## src/hdl/dms_pkg.sv

```systemverilog
package dms_pkg;

    localparam int WIDE_W      = 18;
    localparam int NARROW_W    = 9;
    localparam int PROD_W      = 2 * WIDE_W;
    localparam int WB_AW       = 8;
    localparam int WB_DW       = 32;

    localparam logic [WB_AW-1:0] OFS_CTRL   = 8'h00;
    localparam logic [WB_AW-1:0] OFS_OPA    = 8'h04;
    localparam logic [WB_AW-1:0] OFS_OPB    = 8'h08;
    localparam logic [WB_AW-1:0] OFS_RES_LO = 8'h0C;
    localparam logic [WB_AW-1:0] OFS_RES_HI = 8'h10;
    localparam logic [WB_AW-1:0] OFS_STATUS = 8'h14;

    localparam int CTRL_MODE_NARROW = 0;
    localparam int CTRL_SIGN_A      = 1;
    localparam int CTRL_SIGN_B      = 2;
    localparam int CTRL_IN_REG      = 3;
    localparam int CTRL_OUT_REG     = 4;
    localparam int CTRL_SIGN_REG    = 5;
    localparam int CTRL_CLK_ENA     = 6;
    localparam int CTRL_CLEAR       = 7;
    localparam int CTRL_W           = 8;

    localparam logic [CTRL_W-1:0] CTRL_RESET = 8'h40;

    localparam int STAT_RES_SIGNED = 0;
    localparam int STAT_MODE       = 1;
    localparam int STAT_CLEARING   = 2;

    localparam int RES_HI_W = PROD_W - WB_DW;

endpackage : dms_pkg

```

## src/hdl/dms_mult.sv

```systemverilog
`timescale 1ns/100ps
// Overview of operation
// - Wide mode: one 18 by 18 multiplier.
// - Narrow mode: two independent 9 by 9 multipliers.
// - Sign select A high means A signed.
// - Sign select B independently chooses B signedness.
// - Product signed when either operand signed.
// - Full precision product, never truncated or rounded.
// - Narrow halves share one A and B sign.
// - Sign selects may change at run time.
// - Sign selects optionally registered with operands.
// - Input and output stages independently used or bypassed.
// - All stages share clock, enable and clear.
module dms_mult
    import dms_pkg::*;
#(
    parameter int AW = WIDE_W,
    parameter int NW = NARROW_W
) (
    input  wire logic                   clk,
    input  wire logic                   rst,
    input  wire logic                   wb_cyc_i,
    input  wire logic                   wb_stb_i,
    input  wire logic                   wb_we_i,
    input  wire logic [dms_pkg::WB_AW-1:0] wb_adr_i,
    input  wire logic [dms_pkg::WB_DW-1:0] wb_dat_i,
    input  wire logic [3:0]             wb_sel_i,
    output logic      [dms_pkg::WB_DW-1:0] wb_dat_o,
    output logic                        wb_ack_o
);
    import dms_pkg::*;

    localparam int PW = 2 * AW;

    logic [CTRL_W-1:0] ctrl_r;
    logic [AW-1:0]     opa_r;
    logic [AW-1:0]     opb_r;
    logic [AW-1:0]     a_stage_r;
    logic [AW-1:0]     b_stage_r;
    logic              sa_stage_r;
    logic              sb_stage_r;
    logic [PW-1:0]     p_stage_r;
    logic              psign_stage_r;
    logic [AW-1:0]     a_use;
    logic [AW-1:0]     b_use;
    logic              sa_use;
    logic              sb_use;
    logic [PW-1:0]     p_wide;
    logic [2*NW-1:0]   p_lo;
    logic [2*NW-1:0]   p_hi;
    logic [PW-1:0]     p_comb;
    logic              psign_comb;
    logic [PW-1:0]     res_use;
    logic              psign_use;
    logic              req;
    logic              wr;
    logic              stage_ena;
    logic              stage_clr;
    logic [WB_DW-1:0]  rd_nxt;

    function automatic logic [WB_DW-1:0] merge(input logic [WB_DW-1:0] old_v,
                                               input logic [WB_DW-1:0] new_v,
                                               input logic [3:0]       sel);
        logic [WB_DW-1:0] m;
        m = old_v;
        for (int i = 0; i < 4; i++) begin
            if (sel[i]) begin
                m[8*i +: 8] = new_v[8*i +: 8];
            end
        end
        return m;
    endfunction : merge

    assign req       = wb_cyc_i & wb_stb_i & ~wb_ack_o;
    assign wr        = req & wb_we_i;
    // One enable and one clear steer every stage; no stage has its own.
    assign stage_ena = ctrl_r[CTRL_CLK_ENA];
    assign stage_clr = ctrl_r[CTRL_CLEAR];

    // Bus interface: one wait state, ack for any address including unmapped.
    always_ff @(posedge clk) begin
        if (rst) begin
            wb_ack_o <= 1'b0;
        end else begin
            wb_ack_o <= req;
        end
    end

    always_ff @(posedge clk) begin
        if (rst) begin
            ctrl_r <= CTRL_RESET;
        end else if (wr && wb_adr_i == OFS_CTRL) begin
            ctrl_r <= CTRL_W'(merge(WB_DW'(ctrl_r), wb_dat_i, wb_sel_i));
        end
    end

    // Operands come from the surrounding logic through these two registers.
    always_ff @(posedge clk) begin
        if (rst) begin
            opa_r <= '0;
            opb_r <= '0;
        end else if (wr) begin
            if (wb_adr_i == OFS_OPA) begin
                opa_r <= AW'(merge(WB_DW'(opa_r), wb_dat_i, wb_sel_i));
            end else if (wb_adr_i == OFS_OPB) begin
                opb_r <= AW'(merge(WB_DW'(opb_r), wb_dat_i, wb_sel_i));
            end
        end
    end

    // Input stage holds operands; clear beats enable.
    always_ff @(posedge clk) begin
        if (rst || stage_clr) begin
            a_stage_r <= '0;
            b_stage_r <= '0;
        end else if (stage_ena) begin
            a_stage_r <= opa_r;
            b_stage_r <= opb_r;
        end
    end

    // Sign selects get their own stage so they can track the registered data.
    always_ff @(posedge clk) begin
        if (rst || stage_clr) begin
            sa_stage_r <= 1'b0;
            sb_stage_r <= 1'b0;
        end else if (stage_ena) begin
            sa_stage_r <= ctrl_r[CTRL_SIGN_A];
            sb_stage_r <= ctrl_r[CTRL_SIGN_B];
        end
    end

    assign a_use  = ctrl_r[CTRL_IN_REG] ? a_stage_r : opa_r;
    assign b_use  = ctrl_r[CTRL_IN_REG] ? b_stage_r : opb_r;
    // Signs come live from the control register, or from the sign stage when CTRL_SIGN_REG is set; a change needs no reconfiguring.
    assign sa_use = ctrl_r[CTRL_SIGN_REG] ? sa_stage_r : ctrl_r[CTRL_SIGN_A];
    assign sb_use = ctrl_r[CTRL_SIGN_REG] ? sb_stage_r : ctrl_r[CTRL_SIGN_B];

    dms_smul #(.W(AW)) u_wide (
        .a      (a_use),
        .b      (b_use),
        .sign_a (sa_use),
        .sign_b (sb_use),
        .p      (p_wide)
    );

    // Both halves see the same sign pair; mixed signs per half are not possible.
    dms_smul #(.W(NW)) u_narrow_lo (
        .a      (a_use[NW-1:0]),
        .b      (b_use[NW-1:0]),
        .sign_a (sa_use),
        .sign_b (sb_use),
        .p      (p_lo)
    );

    dms_smul #(.W(NW)) u_narrow_hi (
        .a      (a_use[2*NW-1:NW]),
        .b      (b_use[2*NW-1:NW]),
        .sign_a (sa_use),
        .sign_b (sb_use),
        .p      (p_hi)
    );

    // Narrow results stay separate: low half in bits 17:0, high half in 35:18.
    assign p_comb     = ctrl_r[CTRL_MODE_NARROW] ? {p_hi, p_lo} : p_wide;
    assign psign_comb = sa_use | sb_use;

    always_ff @(posedge clk) begin
        if (rst || stage_clr) begin
            p_stage_r     <= '0;
            psign_stage_r <= 1'b0;
        end else if (stage_ena) begin
            p_stage_r     <= p_comb;
            psign_stage_r <= psign_comb;
        end
    end

    assign res_use   = ctrl_r[CTRL_OUT_REG] ? p_stage_r : p_comb;
    assign psign_use = ctrl_r[CTRL_OUT_REG] ? psign_stage_r : psign_comb;

    always_comb begin
        rd_nxt = '0;
        if (wb_adr_i == OFS_CTRL) begin
            rd_nxt[CTRL_W-1:0] = ctrl_r;
        end else if (wb_adr_i == OFS_OPA) begin
            rd_nxt[AW-1:0] = opa_r;
        end else if (wb_adr_i == OFS_OPB) begin
            rd_nxt[AW-1:0] = opb_r;
        end else if (wb_adr_i == OFS_RES_LO) begin
            rd_nxt = res_use[WB_DW-1:0];
        end else if (wb_adr_i == OFS_RES_HI) begin
            rd_nxt[PW-WB_DW-1:0] = res_use[PW-1:WB_DW];
        end else if (wb_adr_i == OFS_STATUS) begin
            rd_nxt[STAT_RES_SIGNED] = psign_use;
            rd_nxt[STAT_MODE]       = ctrl_r[CTRL_MODE_NARROW];
            rd_nxt[STAT_CLEARING]   = stage_clr;
        end
    end

    // Read data is captured with the ack, so it is stable while ack is high.
    always_ff @(posedge clk) begin
        if (rst) begin
            wb_dat_o <= '0;
        end else if (req && !wb_we_i) begin
            wb_dat_o <= rd_nxt;
        end
    end

endmodule : dms_mult

```

## src/hdl/dms_smul.sv

```systemverilog
`timescale 1ns/100ps
// Signed or unsigned multiplier of one width, full precision.
module dms_smul #(
    parameter int W = 18
) (
    input  wire logic [W-1:0]   a,
    input  wire logic [W-1:0]   b,
    input  wire logic           sign_a,
    input  wire logic           sign_b,
    output logic      [2*W-1:0] p
);
    logic signed [W:0]     ax;
    logic signed [W:0]     bx;
    logic signed [2*W+1:0] full;

    // One extra bit per operand lets one signed multiplier cover all four sign mixes.
    assign ax   = $signed({sign_a & a[W-1], a});
    assign bx   = $signed({sign_b & b[W-1], b});
    assign full = ax * bx;
    // The 2W low bits hold every mixed-sign product exactly, so no bit is lost.
    assign p    = full[2*W-1:0];

endmodule : dms_smul

```

## config.mk

```make
export PLATFORM = sky130hd
export DESIGN_NAME = dms_mult
export DESIGN_NICKNAME = d
export VERILOG_FILES = /design/src/hdl/dms_pkg.sv /design/src/hdl/dms_mult.sv /design/src/hdl/dms_smul.sv
export SDC_FILE = /design/constraint.sdc
export NUM_CORES = 2
export LEC_CHECK = 0
export BUFFER_PORTS_ARGS = -buffer_cell sky130_fd_sc_hd__buf_2
export CAP_MARGIN = 0
export CORE_MARGIN = 2
export CORE_UTILIZATION = 24
export CTS_CLUSTER_SIZE = 16
export DETAILED_ROUTE_END_ITERATION = 10
export HOLD_SLACK_MARGIN = 0.15
export PLACE_DENSITY = 0.41
export SLEW_MARGIN = 10
export SYNTH_ARGS = -nofsm -noshare
export SYNTH_HDL_FRONTEND = slang
export SYNTH_SLANG_ARGS = --single-unit
export TNS_END_PERCENT = 1
```

## constraint.sdc

```tcl
create_clock -name clk -period 7.7 [get_ports clk]
set_clock_uncertainty 0.1 [all_clocks]
set_input_delay 0.77 -clock clk [delete_from_list [all_inputs] [get_ports clk]]
set_output_delay 0.77 -clock clk [all_outputs]
set_load 0.01 [all_outputs]
```

==> insert_results.sql <==
INSERT INTO impl_metrics (metric_group, metric, value, unit) VALUES
('worst_setup_path', 'critical-path-slowest-cell', 'sky130_fd_sc_hd__fa_1', ''),
('placement', 'post-place-cells', '4229', ''),
('placement', 'place.gp.congestion', '0.902', ''),
('placement', 'place_hpwl', '73400', 'um'),
('sta', 'timing.setup.tns', '0', 'ps'),
('detailed_routing', 'route.detailed.drc', '0', ''),
('detailed_routing', 'route.antenna.remaining_nets', '0', ''),
('clocking', 'cts_tree', 'yes', ''),
('sta', 'fin_worst_hold_slack', '350', 'ps'),
('logic_synthesis', 'ys_dominant_reg_cell', 'sky130_fd_sc_hd__dfxtp_1', ''),
('logic_synthesis', 'synthArstFlopShare', '0', ''),
('detailed_routing', 'drt_wl_total', '88800', 'um'),
('cells_and_area', 'area_growth', '18.9', '%'),
('detailed_routing', 'drt-pass1-iter-count', '5', ''),
('logic_synthesis', 'postSynthNetCount', '3420', ''),
('clocking', 'clock-sinks', '152', ''),
('clocking', 'clkTransAtPathRegs', '70', 'ps'),
('global_route', 'grtUsageTotal', '0.171', ''),
('worst_setup_path', 'worstSetupStartpointType', 'flip-flop', ''),
('cells_and_area', 'final_layout_size_suffix_gt1_frac', '0.149', ''),
('logic_synthesis', 'yosysWarningCount', '0', ''),
('cells_and_area', 'fin_nets', '3627', ''),
('outcome', 'outcome', 'complete, no violations', ''),
('worst_setup_path', 'timing.critical_path.required', '7860', 'ps'),
('cells_and_area', 'fillCellCount', '11000', ''),
('sta', 'grt_setup_unrepaired', 'yes', ''),
('power', 'total_power', '1.69', 'mW'),
('die', 'core-area', '0.100', 'mm2'),
('worst_setup_path', 'cp-end-kind', 'flip-flop', ''),
('detailed_routing', 'drt-wirelength-per-cell', '20.6', 'um'),
('power', 'peakVddDrop', '0.153', 'mV'),
('worst_setup_path', 'crit_top_cell', 'sky130_fd_sc_hd__fa_1', ''),
('clocking', 'clockRootBuffer', 'sky130_fd_sc_hd__clkbuf_16', ''),
('global_route', 'first_pass_grt_wire_length', '131000', 'um'),
('logic_synthesis', 'synthesis.instances', '2737', ''),
('clocking', 'clk-insertion-delay-late', '430', 'ps'),
('die', 'die-area', '0.104', 'mm2'),
('sta', 'hold_violations', '0', ''),
('worst_setup_path', 'timing.critical_path.arrival', '7680', 'ps'),
('worst_setup_path', 'worst-r2r-setup-slack', '180', 'ps'),
('global_route', 'grt-ovfl-total', '0', ''),
('sta', 'worst_pin_slew', '1200', 'ps'),
('logic_synthesis', 'synth-edff-count', '0', ''),
('sta', 'max_slew_margin', '0.199', ''),
('global_route', 'antenna_violations_before_repair', '4', ''),
('hold_path', 'hold_path_class', 'flip-flop to flip-flop', ''),
('clocking', 'cts.path.max_buffers', '2', ''),
('power', 'powerDensity', '58.3', 'mW/mm2'),
('cells_and_area', 'post-route-util', '0.288', ''),
('worst_setup_path', 'crit_fanout', '8', ''),
('die', 'die_h', '323', 'um'),
('sta', 'max_slew_violation_count', '0', ''),
('clocking', 'htreeDepth', '4', ''),
('sta', 'final_min_period_over_clock_period', '0.977', ''),
('worst_setup_path', 'timing.setup.critical_path_class', 'flip-flop to flip-flop', ''),
('logic_synthesis', 'synth_cell_type_count', '79', ''),
('global_route', 'grt_pass1_vias', '19900', ''),
('detailed_routing', 'via_count', '19300', ''),
('sta', 'finalCriticalPeriod', '7520', 'ps'),
('power', 'p_leak', '14.1', 'nW'),
('detailed_routing', 'viasPerCell', '4.48', ''),
('die', 'initial_utilization', '0.243', ''),
('logic_synthesis', 'synth-seq-area-share', '0.125', ''),
('worst_setup_path', 'max_stage_delay', '560', 'ps'),
('die', 'num_rows', '116', ''),
('worst_setup_path', 'top_cell_family_by_delay_on_the_critical_path', 'adder cells', ''),
('die', 'chipWidth', '323', 'um'),
('placement', 'io_buffer_count', '66', ''),
('die', 'count_of_pins_on_the_block_boundary', '82', ''),
('flow_run', 'drv.max_cap_violation_count', '0', ''),
('logic_synthesis', 'ys_seq_elements', '152', ''),
('cells_and_area', 'layout.cells.non_filler', '4317', ''),
('worst_setup_path', 'timing.critical_path.buf_inv', '9', ''),
('detailed_routing', 'number_of_drc_markers_after_the_initial_detailed_route_iteration', '1175', ''),
('logic_synthesis', 'synth_area_per_cell', '8.90', 'um2'),
('global_route', 'grt_start_max_net_pins', '78', ''),
('clocking', 'cts_bufs_inserted', '17', ''),
('sta', 'fmax', '133', 'MHz'),
('logic_synthesis', 'syn-cell-area', '0.0244', 'mm2'),
('clocking', 'cts.hold.buffers_added', '0', ''),
('sta', 'timing.final.setup_violations', '0', '');
==> layout make-up <==
class	instances	area [um2]	share of cell area
clock buffer	18	429	0.0148
antenna	3	7.51	0.000259
multi-input combinational	1938	19300	0.668
clock inverter	14	139	0.00479
tap	1357	1700	0.0586
sequential	152	3050	0.105
timing repair buffer	284	2230	0.0770
inverter	551	2070	0.0714
==> synth_stat cells (15+ instances only) <==
| cell | number | area (um2) |
|---|---|---|
| sky130_fd_sc_hd__dfxtp_1 | 152 | 3040 |
| sky130_fd_sc_hd__mux2_2 | 43 | 484 |
| sky130_fd_sc_hd__nand2_1 | 301 | 1130 |
| sky130_fd_sc_hd__inv_1 | 549 | 2060 |
| sky130_fd_sc_hd__xor2_1 | 16 | 140 |
| sky130_fd_sc_hd__nor3_1 | 21 | 105 |
| sky130_fd_sc_hd__o21ai_1 | 30 | 150 |
| sky130_fd_sc_hd__clkbuf_1 | 69 | 259 |
| sky130_fd_sc_hd__ha_1 | 184 | 2300 |
| sky130_fd_sc_hd__nor2_1 | 310 | 1160 |
| sky130_fd_sc_hd__buf_1 | 17 | 63.8 |
| sky130_fd_sc_hd__a211oi_1 | 22 | 165 |
| sky130_fd_sc_hd__a31oi_1 | 15 | 93.8 |
| sky130_fd_sc_hd__fa_1 | 450 | 9010 |
| sky130_fd_sc_hd__xnor2_1 | 57 | 499 |
| sky130_fd_sc_hd__o21ai_0 | 51 | 255 |
| sky130_fd_sc_hd__mux2i_1 | 126 | 1260 |
| sky130_fd_sc_hd__a21oi_1 | 100 | 500 |
| sky130_fd_sc_hd__nand3_1 | 27 | 135 |
| sky130_fd_sc_hd__a21o_1 | 22 | 165 |
==> layout by cell type, fill, tap and decap left out, types with 11 or more instances in the layout <==
cell and n:
sky130_fd_sc_hd__mux2_4 18, sky130_fd_sc_hd__o21ai_0 50, sky130_fd_sc_hd__xnor2_1 55, sky130_fd_sc_hd__o21a_1 12
sky130_fd_sc_hd__mux2i_1 111, sky130_fd_sc_hd__buf_12 11, sky130_fd_sc_hd__ha_1 174, sky130_fd_sc_hd__nor2_1 307
sky130_fd_sc_hd__nand3_1 27, sky130_fd_sc_hd__fa_1 438, sky130_fd_sc_hd__inv_1 548, sky130_fd_sc_hd__buf_4 192
sky130_fd_sc_hd__a21o_1 22, sky130_fd_sc_hd__nand2_1 298, sky130_fd_sc_hd__a21oi_1 97, sky130_fd_sc_hd__a211oi_1 22
sky130_fd_sc_hd__buf_2 66, sky130_fd_sc_hd__nor3_1 20, sky130_fd_sc_hd__clkbuf_16 21, sky130_fd_sc_hd__a31oi_1 14
sky130_fd_sc_hd__o211ai_1 13, sky130_fd_sc_hd__o21ai_1 29, sky130_fd_sc_hd__xor2_1 16, sky130_fd_sc_hd__a22oi_1 12
sky130_fd_sc_hd__fa_2 12, sky130_fd_sc_hd__dfxtp_1 148, sky130_fd_sc_hd__mux2_2 26, sky130_fd_sc_hd__nand2b_1 11
==> metrics by stage <==
step                cell area (um2)  setup slack [ps]
floorplan                     24400              89.6
global placement              27400              -141
detailed placement            27400              -127
CTS                           28000              45.3
global route                  29000             -23.8
finish                        29000               179
==> power breakdown <==
part,total (mW),internal (mW),switching [mW]
clock network,0.839,0.455,0.384
registers,0.786,0.786,0.000715
logic,0.0634,0.0150,0.0484
==> per-layer routing <==
metal / vias to the layer above / share of wire / track usage / wire, um
met3: 59 / 0.041 / 0.0181 / 3680
met4: 0 / 0.018 / 0.0302 / 1640
met1: 9886 / 0.45 / 0.238 / 40300
li1: 8986 / - / - / -
met2: 409 / 0.49 / 0.290 / 43200
met5: - / 0 / 0 / 0
==> path summary, 6_finish.rpt <==
kind,startpoint,to,cells past startpoint
worst min register to register,wb_dat_o[26],wb_dat_o[26],1
worst max-delay path,ctrl_r[3],p_stage_r[34],27
worst max register to register,ctrl_r[3],p_stage_r[34],27
worst min-delay path,wb_dat_o[26],wb_dat_o[26],1
==> cell families after synthesis <==
logic type	count (synthesis)	share of synthesized area
buffers and inverters	648	0.100
DFF	152	0.125
and+or+nand+nor	722	0.123
adders and majority gates	634	0.464
xor gates and xnor gates	73	0.0262
AOI/OAI and AO/OA	335	0.0869
muxes	173	0.0745
==> repair_timing <==
| action | in CTS | in global routing |
|---|---|---|
| pin swaps | 0 | 31 |
| cloned | 0 | 6 |
| setup buffers | 0 | 47 |
| gates resized for setup | 2 | 104 |
| setup endpoints to repair | 6 | 15 |
==> sequential cells by signal, indices dropped and copies added (netlist names) <==
name,cells
wb_ack_o,1
p_stage_r,36
sa_stage_r,1
ctrl_r,8
a_stage_r,18
psign_stage_r,1
opb_r,18
sb_stage_r,1
wb_dat_o,32
b_stage_r,18
opa_r,18
No activity file was read; power rests on OpenSTA's default activity.
